[src/rtl/move_ops_defs.vh]
// constants for the move / indirect access execution block
// assumes 14-bit opcodes and a 16-bit data address space
`ifndef MOVE_OPS_DEFS_VH
`define MOVE_OPS_DEFS_VH

// --------
// widths
// --------
`define BANK_W      5
`define FILE_W      7

// --------
// opcode patterns
// --------
`define OPC_IND_TOP   10'h001
`define OPC_REL_TOP   6'h3f
`define OPC_BANK_TOP  9'h001
`define OPC_LIT_TOP   6'h30
`define OPC_WF_TOP    7'h01
`define OPC_NOP       14'h0000
`define OPC_RESET     14'h0001
`define OPC_OPTION    14'h0062

// --------
// pointer mode field codes
// --------
`define MODE_PREINC   2'h0
`define MODE_PREDEC   2'h1
`define MODE_POSTINC  2'h2
`define MODE_POSTDEC  2'h3

// --------
// file addresses that stand for the pointers
// --------
`define IND_LOC0      7'h00
`define IND_LOC1      7'h01

// --------
// register port offsets
// --------
`define RA_ACC        4'h0
`define RA_STATUS     4'h1
`define RA_BANK       4'h2
`define RA_OPTION     4'h3
`define RA_PTR0_LO    4'h4
`define RA_PTR0_HI    4'h5
`define RA_PTR1_LO    4'h6
`define RA_PTR1_HI    4'h7
`define RA_POWER_CONTROL_STATUS_REG       4'h8

// --------
// reset values
// --------
`define RST_ACC       8'h00
`define RST_BANK      5'h00
`define RST_OPTION    8'hff
`define RST_PTR       16'h0000

`endif

[src/rtl/move_and_indirect_access_ops.v]
// execution of move, indirect pointer and control instructions
// assumes fetch holds instr_data while instr_valid is high and
// data memory answers a read with mem_rdata one cycle later
//
// Functional notes
// RULE1: indirect load reads pointer target, sets zero
// RULE2: mode field 00/01/10/11 pre/pre/post/post inc-dec
// RULE3: pre modes update pointer then use it
// RULE4: offset -32..31 added, pointer kept
// RULE5: pointer ends one up or down
// RULE6: pointer wraps at 16 bits
// RULE7: indirect locations map to pointer target
// RULE8: indirect store writes acc, flags kept
// RULE9: pointer updates never touch status flags
// RULE10: bank literal load, flags kept
// RULE11: eight-bit literal to acc, one cycle
// RULE12: acc to file register, one cycle
// RULE13: acc to option register, one cycle
// RULE14: reset instruction resets device, clears flag
// RULE15: no operation changes nothing, one cycle
//
// Local design decisions: the address-and-strobe port and the address map.
`include "move_ops_defs.vh"

module move_and_indirect_access_ops #(
    parameter PTR_W = 16,
    parameter OFS_W = 6
) (
    ref_clk,
    resetn,
    instr_valid,
    instr_data,
    instr_ready_q,
    mem_addr_q,
    mem_wdata_q,
    mem_we_q,
    mem_re_q,
    mem_rdata,
    acc_q,
    zero_flag_q,
    bank_q,
    option_q,
    soft_reset_q,
    reset_instruction_flag_n,
    reg_addr,
    reg_wdata,
    reg_we,
    reg_re,
    reg_rdata_q
);
    // --------
    // ports
    // --------
    input  wire              ref_clk;        // core clock, 50 MHz
    input  wire              resetn;         // sync reset, low
    input  wire              instr_valid;    // opcode offered
    input  wire [13:0]       instr_data;     // opcode word
    output reg               instr_ready_q;  // opcode taken if high
    output reg  [PTR_W-1:0]  mem_addr_q;     // data address
    output reg  [7:0]        mem_wdata_q;    // data to write
    output reg               mem_we_q;       // write strobe
    output reg               mem_re_q;       // read strobe
    input  wire [7:0]        mem_rdata;      // read data, next cycle
    output reg  [7:0]        acc_q;          // working register
    output reg               zero_flag_q;    // zero status flag
    output reg  [4:0]        bank_q;         // bank select register
    output reg  [7:0]        option_q;       // timer/option register
    output wire              soft_reset_q;   // reset pulse, from flop
    output wire              reset_instruction_flag_n; // from flop
    input  wire [3:0]        reg_addr;       // register port address
    input  wire [7:0]        reg_wdata;      // register write data
    input  wire              reg_we;         // register write strobe
    input  wire              reg_re;         // register read strobe
    output reg  [7:0]        reg_rdata_q;    // read data, next cycle

    // --------
    // states, one-hot
    // --------
    localparam [2:0] ST_IDLE  = 3'h1;  // taking opcodes
    localparam [2:0] ST_ISSUE = 3'h2;  // read strobe out
    localparam [2:0] ST_CATCH = 3'h4;  // read data back

    // --------
    // registers
    // --------
    reg  [2:0]       state_q;          // sequencer state
    reg  [2:0]       state_d;          // next state
    reg  [PTR_W-1:0] ptr0_q;           // indirect_pointer 0
    reg  [PTR_W-1:0] ptr1_q;           // indirect_pointer 1
    reg  [PTR_W-1:0] ptr0_d;           // next pointer 0
    reg  [PTR_W-1:0] ptr1_d;           // next pointer 1
    reg  [7:0]       acc_d;            // next working register
    reg              zero_d;           // next zero flag
    reg  [4:0]       bank_d;           // next bank select
    reg  [7:0]       option_d;         // next option
    reg  [PTR_W-1:0] addr_d;           // next data address
    reg  [7:0]       wdata_d;          // next write data
    reg              we_d;             // next write strobe
    reg              re_d;             // next read strobe
    reg              ready_d;          // next ready
    reg              reset_op;         // reset instruction taken
    reg              power_control_status_reg_set;         // software sets flag

    // --------
    // opcode fields
    // --------
    wire        take    = instr_valid & instr_ready_q; // opcode accepted
    wire [13:0] op      = instr_data;                   // short alias
    // short pointer form: mode field in the low bits
    wire        ind_op  = (op[13:4] == `OPC_IND_TOP);
    // offset form: signed six-bit offset in the low bits
    wire        rel_op  = (op[13:8] == `OPC_REL_TOP);
    wire        ind_any = ind_op | rel_op;             // any pointer move
    wire        is_st   = ind_op ? op[3] : op[7];      // store, else load
    wire        sel     = ind_op ? op[2] : op[6];      // pointer select
    wire [1:0]  pointer_mode_field = op[1:0];          // RULE2
    wire [OFS_W-1:0] offset = op[OFS_W-1:0];           // RULE4
    wire        bank_literal_load_op = (op[13:5] == `OPC_BANK_TOP);
    wire        literal_to_acc_op    = (op[13:8] == `OPC_LIT_TOP);
    wire        acc_to_file_op       = (op[13:7] == `OPC_WF_TOP);
    wire        option_op            = (op == `OPC_OPTION);
    wire        sw_reset_op          = (op == `OPC_RESET);
    wire        no_operation_op      = (op == `OPC_NOP);
    wire [6:0]  file_addr            = op[6:0];        // RULE12

    // indirect_load_op and indirect_store_op, both forms
    wire indirect_load_op  = ind_any & ~is_st;
    wire indirect_store_op = ind_any &  is_st;

    // --------
    // pointer arithmetic, one unit per pointer
    // --------
    wire [PTR_W-1:0] eff0;   // address via pointer 0
    wire [PTR_W-1:0] eff1;   // address via pointer 1
    wire [PTR_W-1:0] nxt0;   // pointer 0 after move
    wire [PTR_W-1:0] nxt1;   // pointer 1 after move

    pointer_unit #(
        .PTR_W (PTR_W),
        .OFS_W (OFS_W)
    ) u_ptr0 (
        .ptr      (ptr0_q),
        .mode     (pointer_mode_field),
        .offset   (offset),
        .rel      (rel_op),
        .eff_addr (eff0),
        .ptr_next (nxt0)
    );

    pointer_unit #(
        .PTR_W (PTR_W),
        .OFS_W (OFS_W)
    ) u_ptr1 (
        .ptr      (ptr1_q),
        .mode     (pointer_mode_field),
        .offset   (offset),
        .rel      (rel_op),
        .eff_addr (eff1),
        .ptr_next (nxt1)
    );

    // chosen pointer's effective address
    wire [PTR_W-1:0] eff_sel = sel ? eff1 : eff0;      // RULE1

    // file address in the current bank, zero-extended
    wire [PTR_W-1:0] bank_addr =
        {{(PTR_W-`BANK_W-`FILE_W){1'b0}}, bank_q, file_addr};

    // --------
    // soft reset and reset-instruction flag
    // --------
    reset_flag_keeper u_rst (
        .ref_clk                  (ref_clk),
        .resetn                   (resetn),
        .reset_op                 (reset_op),
        .sw_set                   (power_control_status_reg_set),
        .soft_reset_q             (soft_reset_q),
        .reset_instruction_flag_n (reset_instruction_flag_n)
    );

    // core register reset: power-on or the software reset pulse; reg_rdata_q and the reset flag see resetn only
    wire core_rst = ~resetn | soft_reset_q;            // RULE14

    // --------
    // execute, next-state logic
    // --------
    // nothing changes unless an opcode or a register write says so, so the zero flag is only
    // written here by the indirect load
    always @* begin
        state_d  = state_q;
        ptr0_d   = ptr0_q;
        ptr1_d   = ptr1_q;
        acc_d    = acc_q;
        zero_d   = zero_flag_q;                        // RULE9
        bank_d   = bank_q;
        option_d = option_q;
        addr_d   = mem_addr_q;
        wdata_d  = mem_wdata_q;
        we_d     = 1'b0;
        re_d     = 1'b0;
        ready_d  = instr_ready_q;
        reset_op = 1'b0;
        power_control_status_reg_set = 1'b0;

        // software writes first, so an instruction below wins
        if (reg_we) begin
            case (reg_addr)
                `RA_BANK:    bank_d   = reg_wdata[4:0];
                `RA_OPTION:  option_d = reg_wdata;
                `RA_PTR0_LO: ptr0_d   = {ptr0_q[PTR_W-1:8], reg_wdata};
                `RA_PTR0_HI: ptr0_d   = {reg_wdata, ptr0_q[7:0]};
                `RA_PTR1_LO: ptr1_d   = {ptr1_q[PTR_W-1:8], reg_wdata};
                `RA_PTR1_HI: ptr1_d   = {reg_wdata, ptr1_q[7:0]};
                `RA_POWER_CONTROL_STATUS_REG:    power_control_status_reg_set = reg_wdata[0];
                default: begin
                    // read-only or unmapped: ignored
                end
            endcase
        end

        case (state_q)
            ST_IDLE: begin
                if (take) begin
                    if (ind_any) begin
                        // pointer moves, status untouched
                        if (sel) begin
                            ptr1_d = nxt1;             // RULE5 RULE9
                        end else begin
                            ptr0_d = nxt0;             // RULE5 RULE9
                        end
                        addr_d = eff_sel;              // RULE3 RULE4
                    end
                    if (indirect_store_op) begin
                        wdata_d = acc_q;               // RULE8
                        we_d    = 1'b1;                // RULE8
                    end else if (indirect_load_op) begin
                        // two more cycles for the memory read
                        re_d    = 1'b1;                // RULE1
                        ready_d = 1'b0;
                        state_d = ST_ISSUE;
                    end else if (bank_literal_load_op) begin
                        bank_d = op[4:0];              // RULE10
                    end else if (literal_to_acc_op) begin
                        acc_d = op[7:0];               // RULE11
                    end else if (acc_to_file_op) begin
                        // indirect locations hold nothing themselves
                        if (file_addr == `IND_LOC0) begin
                            addr_d = ptr0_q;           // RULE7
                        end else if (file_addr == `IND_LOC1) begin
                            addr_d = ptr1_q;           // RULE7
                        end else begin
                            addr_d = bank_addr;        // RULE12
                        end
                        wdata_d = acc_q;               // RULE12
                        we_d    = 1'b1;                // RULE12
                    end else if (option_op) begin
                        option_d = acc_q;              // RULE13
                    end else if (sw_reset_op) begin
                        reset_op = 1'b1;               // RULE14
                    end else if (no_operation_op) begin
                        // one cycle, nothing written     RULE15
                    end else begin
                        // opcodes of other units: no effect here
                    end
                end
            end
            ST_ISSUE: begin
                // read strobe is out, data comes next cycle
                state_d = ST_CATCH;
            end
            ST_CATCH: begin
                // memory answers; ready only back now
                acc_d   = mem_rdata;                   // RULE1
                zero_d  = (mem_rdata == 8'h00);        // RULE1
                state_d = ST_IDLE;
                ready_d = 1'b1;
            end
            default: begin
                // illegal code: recover to idle
                state_d = ST_IDLE;
                ready_d = 1'b1;
            end
        endcase
    end

    // --------
    // state registers
    // --------
    // the soft reset pulse clears the core exactly like power-on
    always @(posedge ref_clk) begin
        if (core_rst) begin
            state_q       <= ST_IDLE;
            ptr0_q        <= `RST_PTR;
            ptr1_q        <= `RST_PTR;
            acc_q         <= `RST_ACC;
            zero_flag_q   <= 1'b0;
            bank_q        <= `RST_BANK;
            option_q      <= `RST_OPTION;
            mem_addr_q    <= `RST_PTR;
            mem_wdata_q   <= 8'h00;
            mem_we_q      <= 1'b0;
            mem_re_q      <= 1'b0;
            instr_ready_q <= 1'b0;
        end else begin
            state_q       <= state_d;
            ptr0_q        <= ptr0_d;
            ptr1_q        <= ptr1_d;
            acc_q         <= acc_d;
            zero_flag_q   <= zero_d;
            bank_q        <= bank_d;
            option_q      <= option_d;
            mem_addr_q    <= addr_d;
            mem_wdata_q   <= wdata_d;
            mem_we_q      <= we_d;
            mem_re_q      <= re_d;
            // ready rises on the first edge out of reset
            instr_ready_q <= (state_q == ST_IDLE) & ~take ? 1'b1
                                                         : ready_d;
        end
    end

    // --------
    // register port read side
    // --------
    // read data stands in the cycle after the strobe only
    always @(posedge ref_clk) begin
        if (!resetn) begin
            reg_rdata_q <= 8'h00;
        end else if (reg_re) begin
            case (reg_addr)
                `RA_ACC:     reg_rdata_q <= acc_q;
                `RA_STATUS:  reg_rdata_q <= {7'h00, zero_flag_q};
                `RA_BANK:    reg_rdata_q <= {3'h0, bank_q};
                `RA_OPTION:  reg_rdata_q <= option_q;
                `RA_PTR0_LO: reg_rdata_q <= ptr0_q[7:0];
                `RA_PTR0_HI: reg_rdata_q <= ptr0_q[PTR_W-1:8];
                `RA_PTR1_LO: reg_rdata_q <= ptr1_q[7:0];
                `RA_PTR1_HI: reg_rdata_q <= ptr1_q[PTR_W-1:8];
                `RA_POWER_CONTROL_STATUS_REG:    reg_rdata_q <= {7'h00, reset_instruction_flag_n};
                default:     reg_rdata_q <= 8'h00;
            endcase
        end else begin
            reg_rdata_q <= 8'h00;
        end
    end
endmodule // move_and_indirect_access_ops

[src/rtl/pointer_unit.v]
// address and update arithmetic for one indirect pointer
// assumes the caller registers the next pointer value
`include "move_ops_defs.vh"
module pointer_unit #(
    parameter PTR_W = 16,
    parameter OFS_W = 6
) (
    ptr,
    mode,
    offset,
    rel,
    eff_addr,
    ptr_next
);
    input  wire [PTR_W-1:0] ptr;       // current pointer
    input  wire [1:0]       mode;      // pointer mode field
    input  wire [OFS_W-1:0] offset;    // signed offset
    input  wire             rel;       // offset form
    output reg  [PTR_W-1:0] eff_addr;  // address used
    output reg  [PTR_W-1:0] ptr_next;  // pointer after move

    // --------
    // arithmetic
    // --------
    // widths equal to the pointer so the sums wrap by themselves
    wire [PTR_W-1:0] inc  = ptr + {{(PTR_W-1){1'b0}}, 1'b1};      // RULE6
    wire [PTR_W-1:0] dec  = ptr - {{(PTR_W-1){1'b0}}, 1'b1};      // RULE6
    wire [PTR_W-1:0] sext = {{(PTR_W-OFS_W){offset[OFS_W-1]}}, offset};
    wire [PTR_W-1:0] sum  = ptr + sext;                            // RULE4

    // --------
    // mode select
    // --------
    always @* begin
        eff_addr = ptr;
        ptr_next = ptr;
        if (rel) begin
            eff_addr = sum;                                        // RULE4
        end else begin
            case (mode)
                `MODE_PREINC: begin
                    eff_addr = inc;                                // RULE3
                    ptr_next = inc;                                // RULE5
                end
                `MODE_PREDEC: begin
                    eff_addr = dec;                                // RULE3
                    ptr_next = dec;                                // RULE5
                end
                `MODE_POSTINC: begin
                    ptr_next = inc;                                // RULE5
                end
                default: begin
                    ptr_next = dec;                                // RULE5
                end
            endcase
        end
    end
endmodule // pointer_unit

[src/rtl/reset_flag_keeper.v]
// software reset pulse and the active-low reset-instruction flag
// assumes one clock and a synchronous active-low power-on reset
module reset_flag_keeper (
    ref_clk,
    resetn,
    reset_op,
    sw_set,
    soft_reset_q,
    reset_instruction_flag_n
);
    input  wire ref_clk;                   // core clock
    input  wire resetn;                    // power-on reset, low
    input  wire reset_op;                  // reset instruction taken
    input  wire sw_set;                    // software writes flag to 1
    output reg  soft_reset_q;              // one-cycle device reset
    output reg  reset_instruction_flag_n;  // low after reset instruction

    // --------
    // flag and pulse
    // --------
    // flag survives the soft reset it reports, so only resetn or a software set returns it high
    always @(posedge ref_clk) begin
        if (!resetn) begin
            soft_reset_q             <= 1'b0;
            reset_instruction_flag_n <= 1'b1;
        end else begin
            soft_reset_q <= reset_op;                      // RULE14
            // the instruction wins over a software set in the same cycle
            if (reset_op) begin
                reset_instruction_flag_n <= 1'b0;          // RULE14
            end else if (sw_set) begin
                reset_instruction_flag_n <= 1'b1;
            end
        end
    end
endmodule // reset_flag_keeper

[config.mk]
export PLATFORM = sky130hd
export DESIGN_NAME = move_and_indirect_access_ops
export DESIGN_NICKNAME = d
export VERILOG_FILES = /design/src/rtl/move_and_indirect_access_ops.v /design/src/rtl/pointer_unit.v /design/src/rtl/reset_flag_keeper.v
export VERILOG_INCLUDE_DIRS = /design/src /design/src/rtl
export SDC_FILE = /design/constraint.sdc
export NUM_CORES = 1
export LEC_CHECK = 0
export BUFFER_PORTS_ARGS = -buffer_cell sky130_fd_sc_hd__buf_2
export CORE_UTILIZATION = 60
export CTS_CLUSTER_DIAMETER = 80
export CTS_CLUSTER_SIZE = 14
export DETAILED_ROUTE_END_ITERATION = 10
export HOLD_SLACK_MARGIN = 0.05
export PLACE_DENSITY = 0.82
export SYNTH_ARGS = -nofsm -noshare
export SYNTH_HDL_FRONTEND = slang
export SYNTH_SLANG_ARGS = --single-unit
[constraint.sdc]
create_clock -name ref_clk -period 2.8 [get_ports ref_clk]
set_input_delay 0.28 -clock ref_clk [delete_from_list [all_inputs] [get_ports ref_clk]]
set_output_delay 0.28 -clock ref_clk [all_outputs]
set_load 0.01 [all_outputs]
### After elaboration in Yosys (flattened, before gate mapping)

Index checks and enable logic that the tools add are counted.

| word-level totals | value |
|---|---|
| bits in registers | 94 |
| input bits | 39 |
| output and inout port bits | 59 |
| word-level logic and storage cells | 171 |

| cells by class | value |
|---|---|
| add/subtract/negate cells | 6 |
| equal/unequal tests | 36 |
| muxes and demuxes | 88 |
| bitwise gates (word level) | 10 |
| reductions and logical operators | 16 |

Operators by type and width:

| operator | number |
|---|---|
| two-way mux 16 bit | 25 |
| two-way mux 8 bit | 20 |
| case mux 16 bit (2 select lines) | 4 |
| case mux 8 bit (9 select lines) | 1 |
| two-way mux 5 bit | 7 |
| adder 16 x 1 -> 16 bit, second input constant | 2 |
| adder 16 bit | 2 |
| subtractor 16 x 1 -> 16 bit, second input constant | 2 |
| two-way mux 1 bit | 25 |
| equality test 4 x 3 -> 1 bit, second input constant | 4 |
| case mux 8 bit (2 select lines) | 1 |
| equality test 14 x 1 -> 1 bit, second input constant | 1 |
| equality test 14 x 7 -> 1 bit, second input constant | 1 |
| equality test 7 x 1 -> 1 bit, second input constant | 2 |
| inequality test 2 bit, second input constant | 7 |
| equality test 6 bit, second input constant | 2 |
| AND reduction 6 bit | 2 |
| equality test 10 x 1 -> 1 bit, second input constant | 1 |
| inequality test 5 bit, second input constant | 2 |
| equality test 9 x 1 -> 1 bit, second input constant | 1 |
| two-way mux 3 bit | 3 |
| inequality test 3 x 2 -> 1 bit, second input constant | 3 |
| equality test 4 x 2 -> 1 bit, second input constant | 2 |
| zero test 8 bit | 1 |
| other kinds (23) | 35 |

### Depth between registers and ports, before layout

| depth | value |
|---|---|
| depth in word-level cells | 11 |
| mapped depth | 11 |
| depth with buffers taken out | 11 |

### Hierarchy

Synthesis repeated with hierarchy kept, for this count alone.

| second synthesis, totals | value |
|---|---|
| cell total of the unflattened synthesis | 1078 |
| area total of the unflattened synthesis | 8695.8 um^2 |

Modules (own cells, without submodules):

| module | instances | cells each | area each (um^2) | sequential area each (um^2) |
|---|---|---|---|---|
| move_and_indirect_access_ops | 1 | 549 | 5118.7 | 1841.8 |
| pointer_unit (u_ptr1) | 1 | 265 | 1814.2 | 0.0 |
| pointer_unit (u_ptr0) | 1 | 259 | 1707.9 | 0.0 |
| reset_flag_keeper | 1 | 5 | 55.1 | 40.0 |

### Least setup slack after synthesis

No wires, ideal clock.

| timing path | value |
|---|---|
| path type | input-to-reg |
| start | input instr_data[1] |
| end | register mem_addr_q[8] |
| setup time | 0.130 ns |
| arrival | 2.413 ns |
| data required time | 2.670 ns |
| slack | 0.257 ns |
| stages | 11 |
| path buffers | 1 |
| cell sequence | clkbuf_1 -> clkinv_1 -> fa_1 -> nand2b_1 -> a21oi_1 -> o41ai_1 -> o21ba_2 -> xnor2_1 -> a22oi_1 -> o211a_1 -> a21oi_1 |

| on the way | value |
|---|---|
| word-level cells in the longest chain between the ends | 10 |
| elaborated cells between the ends (all ways) | 19 |
| classes of those cells | add/sub (2); eq/ne (2); mux (13); reduce/logical (2) |

RTL lines:

| what | RTL line | source |
|---|---|---|
| start: declaration | move_and_indirect_access_ops.v:57 | `input wire [13:0] instr_data;` |
| branches (longest 9 deep; another with adder 16 bit) | - |  |
| two-way mux 16 bit * | move_and_indirect_access_ops.v:233 | `if (indirect_store_op) begin` |
| end signal: assignment | move_and_indirect_access_ops.v:299 | `` mem_addr_q <= `RST_PTR; `` |
| end signal: assignment | move_and_indirect_access_ops.v:312 | `mem_addr_q <= addr_d;` |
| end: declaration | move_and_indirect_access_ops.v:59 | `output reg [PTR_W-1:0] mem_addr_q;` |

Mark *: on every way between the ends.
A chain may end at the register's enable or synchronous reset.

### Worst setup path in the final report

| timing path | value |
|---|---|
| start | register ptr1_q[3] |
| end | register mem_addr_q[10] |

| on the way | value |
|---|---|
| word-level cells in the longest chain between the ends | 10 |
| elaborated cells between the ends (all ways) | 12 |
| classes of those cells | add/sub (3); mux (9) |

RTL lines:

| what | RTL line | source |
|---|---|---|
| start: declaration | move_and_indirect_access_ops.v:89 | `reg [PTR_W-1:0] ptr1_q;` |
| start signal: assignment | move_and_indirect_access_ops.v:294 | `` ptr1_q <= `RST_PTR; `` |
| start signal: assignment | move_and_indirect_access_ops.v:307 | `ptr1_q <= ptr1_d;` |
| subtractor 16 x 1 -> 16 bit or adder 16 x 1 -> 16 bit (tied branches) | pointer_unit.v:27, pointer_unit.v:26 |  |
| case mux 16 bit (2 select lines) | pointer_unit.v:40 | `case (mode)` |
| two-way mux 16 bit * | pointer_unit.v:37 | `if (rel) begin` |
| two-way mux 16 bit * | move_and_indirect_access_ops.v:163 | `wire [PTR_W-1:0] eff_sel = sel ? eff1 : eff0;` |
| two-way mux 16 bit * | move_and_indirect_access_ops.v:224 | `if (ind_any) begin` |
| two-way mux 16 bit | move_and_indirect_access_ops.v:245 | `end else if (acc_to_file_op) begin` |
| two-way mux 16 bit | move_and_indirect_access_ops.v:243 | `end else if (literal_to_acc_op) begin` |
| two-way mux 16 bit | move_and_indirect_access_ops.v:241 | `end else if (bank_literal_load_op) begin` |
| two-way mux 16 bit | move_and_indirect_access_ops.v:236 | `end else if (indirect_load_op) begin` |
| two-way mux 16 bit * | move_and_indirect_access_ops.v:233 |  |

Every way passes the cells marked *; elsewhere a longest branch is shown, timed or not.

==> results.toml <==
[status]
status = "finished clean"

[critical_path]
worstSetupPathType = "flip-flop to flip-flop"
crit_path_max_fanout = 10
setup.worst_path.start_class = "flip-flop"
critPathBufInv = 0
slowest_stage = "or4_1"
reg2reg_slack_ns = 0.09
max_stage_delay_ns = 0.61
cp-end-kind = "flip-flop"
cp_top_family = "simple AND/OR/NAND/NOR gates"
crit_top_cell = "or4_1"
required_ns = 3.09
crit_arrival_ns = 3.00
crit_chain = "or4_1, or4_1, a21oi_1, xor2_1, nor2_1, a211oi_1, nor3_1, a31oi_1"

[cts]
numCtsBuffers = 9
cts_root_buf = "clkbuf_16"
cts_tree = "done"
clk_pin_slew_ns = 0.08
htree_levels = 3
cts.hold.buffers_added = 0
clockBufferDepth = 2
cts_sinks = 94
insertion_delay_ns = 0.36
cts_setup_buffers = 0

[logic_synthesis]
netlist.area_leader.share_pct = 22.9
async_flop_share_pct = 0
yosys.area.top_type = "dfxtp_1"
syn_avg_cell_area_um2 = 7.38
yosysWarnings = 0
synth_ff_type = "dfxtp_1"
syn-cell-area_um2 = 8230
syn_inst = 1115
netlist-cell-type-count = 84
yosysSeqAreaShare_pct = 22.9
syn_nets = 1194
ys_top_cells_by_area = "dfxtp_1 (23%), a21oi_1 (6.1%), ha_1 (5.8%)"
synth_edf_count = 0
synth-seq-cells = 94

[global_routing]
grt.overflow.total = 0
grt_max_degree = 48
grtUsageTotal_pct = 46.1
grt_pass1_vias = 8649
grt_pass1_wl_um = 49700
antenna_found_initial = 1

[layout]
drive_gt1_share_pct = 19.8
fin_nets = 1314
num_antenna_cells = 0
fillCellCount = 1174
final_area_um2 = 9600
syn_to_final_growth_pct = 16.7

[sta]
setup_viol = 0
skew_ns = 0.00863
maxSlewHeadroom_pct = 24.7
rsz0062_at_grt = "false"
fmaxAchievable_mhz = 369
tightest_slew_ns = 1.13
setup-tns-final_ns = 0
period_share_pct = 96.8
min_period_ns = 2.71
drv_slew = 0
hold_viol = 0

[run]
maxCapViolations = 0

[die]
ios = 98
core_um2 = 13300
start_util_pct = 61.9
die_width_um = 119
fp.dieH_um = 119
fp.dieArea_um2 = 14200
rows = 42

[drt]
wl_per_cell_um = 22.9
routed_wl_um = 32500
drt_iter0_drc = 1238
drc = 0
routed_via_density = 6.75
antenna_left = 0
drt-pass1-iter-count = 6
vias = 9559

[hold_path]
hold_path_class = "input pin to flip-flop"

[placed_design]
post-dp-hpwl_um = 24900
gp_congestion = 1.02
place_area_um2 = 9280
port_buffers = 97

[power_and_ir_drop]
leakagePower_nw = 4.00
powerDensity_nw_per_um2 = 360
vdd_drop_max_v = 0.000355
-- per-stage QoR --
step                util [%]  hold WS [ns]  worst slack (ns)  cells  total power (W)
floorplan                  -         0.388             0.257   1115          0.00189
global placement        69.8         0.467            0.0952   1400          0.00217
detailed placement      69.8         0.461           0.00892   1400          0.00217
CTS                     72.0         0.175            0.0548   1416          0.00342
global route            72.2         0.200            0.0156   1416          0.00357
finish                  72.2         0.183            0.0905   1416          0.00346
-- cells by family (layout without fill, tap and decap cells) --
family | count (synthesis) | after routing | share of synthesized area [%]
xor+xnor | 67 | 67 | 7.13
flops | 94 | 94 | 22.9
mux | 55 | 55 | 6.81
fa+ha+maj | 40 | 40 | 6.27
buf+inv | 97 | 222 | 5.16
compound gates | 330 | 330 | 25.9
simple gates | 432 | 432 | 25.8
-- layout by cell type, fill, tap and decap left out, types with 5 or more instances in the layout --
cell | Yosys | routed
o211ai_1 | 10 | 10
nor3_1 | 56 | 54
a21oi_1 | 101 | 101
nand2b_1 | 17 | 16
a211oi_1 | 25 | 25
nor4_1 | 7 | 7
or3_1 | 13 | 13
and2_1 | 7 | 7
xnor2_1 | 39 | 39
xor2_1 | 28 | 28
clkbuf_16 | 0 | 9
ha_1 | 38 | 38
nand3_1 | 37 | 37
nand4_1 | 17 | 17
buf_2 | 17 | 97
nor2_1 | 124 | 124
mux2_2 | 8 | 8
and3_1 | 10 | 10
a21o_1 | 9 | 9
nand2_1 | 106 | 106
mux2i_1 | 47 | 47
inv_1 | 20 | 20
o21ai_0 | 71 | 70
a31oi_1 | 10 | 10
o221ai_1 | 12 | 12
a221oi_1 | 8 | 8
dfxtp_1 | 94 | 94
o21a_1 | 5 | 5
buf_4 | 4 | 87
a22oi_1 | 7 | 7
o22ai_1 | 22 | 22
-- what timing repair did --
action	CTS	global route
gates resized for setup	1	5
endpoints found under the setup margin	1	5
pin swaps	0	1
-- power by group --
| part | switching, W | internal, W |
|---|---|---|
| Clock | 0.000644 | 0.000635 |
| Sequential | 0.0000359 | 0.00136 |
| Combinational | 0.000490 | 0.000295 |
| Total | 0.00117 | 0.00229 |
-- worst register-to-register path, cell delays in order, from the launching register on --
cell and delay (ns):
dfxtp_1 0.43, or4_1 0.61, or4_1 0.53, a21oi_1 0.17, xor2_1 0.38, nor2_1 0.08
a211oi_1 0.22, nor3_1 0.08, a31oi_1 0.14
-- state kept, by name, summed over array words and instances, names as in the netlist --
register / flops
mem_addr_q: 16
acc_q: 8
ptr1_q: 16
reg_rdata_q: 8
instr_ready_q: 1
mem_re_q: 1
u_rst.soft_reset_q: 1
mem_wdata_q: 8
option_q: 8
u_rst.reset_instruction_flag_n: 1
ptr0_q: 16
bank_q: 5
state_q: 3
mem_we_q: 1
zero_flag_q: 1
-- synthesized netlist by cell type (all sizes together), types with 7 or more instances --
cell type	number
nor2	125
nand2	108
a21oi	106
dfxtp	94
o21ai	73
nor3	58
mux2i	47
clkbuf	44
xnor2	39
ha	38
nand3	37
buf	32
xor2	28
a211oi	27
o22ai	22
inv	20
nand2b	17
nand4	17
or3	14
o221ai	12
a31oi	10
and3	10
o211ai	10
a21o	9
a221oi	8
mux2	8
nor4	8
a22oi	7
and2	7
-- path summary, 6_finish.rpt --
path	startpoint	endpoint	cells after the start
worst min register to register	mem_addr_q[3]$_SDFFE_PP0P_	mem_addr_q[3]$_SDFFE_PP0P_	2
worst max register to register	ptr1_q[3]$_SDFFE_PP0P_	mem_addr_q[10]$_SDFFE_PP0P_	8
worst min-delay path	resetn	u_rst.reset_instruction_flag_n$_SDFFE_PN1P_	2
worst max-delay path	ptr1_q[3]$_SDFFE_PP0P_	mem_addr_q[10]$_SDFFE_PP0P_	8
-- layer usage --
metal / GRT usage [%] / vias to the layer above / wire [µm]
li1: - / 4346 / -
met1: 61.5 / 4364 / 12900
met2: 65.3 / 708 / 13100
met3: 13.5 / 141 / 4470
met4: 26.3 / 0 / 2060
met5: 1.10 / - / 0
-- area by class of cell --
| class | instances | area, µm² | area share [%] |
|---|---|---|---|
| multi-input combinational | 924 | 5960 | 62.1 |
| sequential | 94 | 1880 | 19.6 |
| timing repair buffer | 185 | 1160 | 12.1 |
| clock buffer | 9 | 225 | 2.34 |
| tap | 176 | 220 | 2.29 |
| inverter | 21 | 78.8 | 0.821 |
| clock inverter | 7 | 75.1 | 0.782 |
No activity file was read; power rests on OpenSTA's default activity.
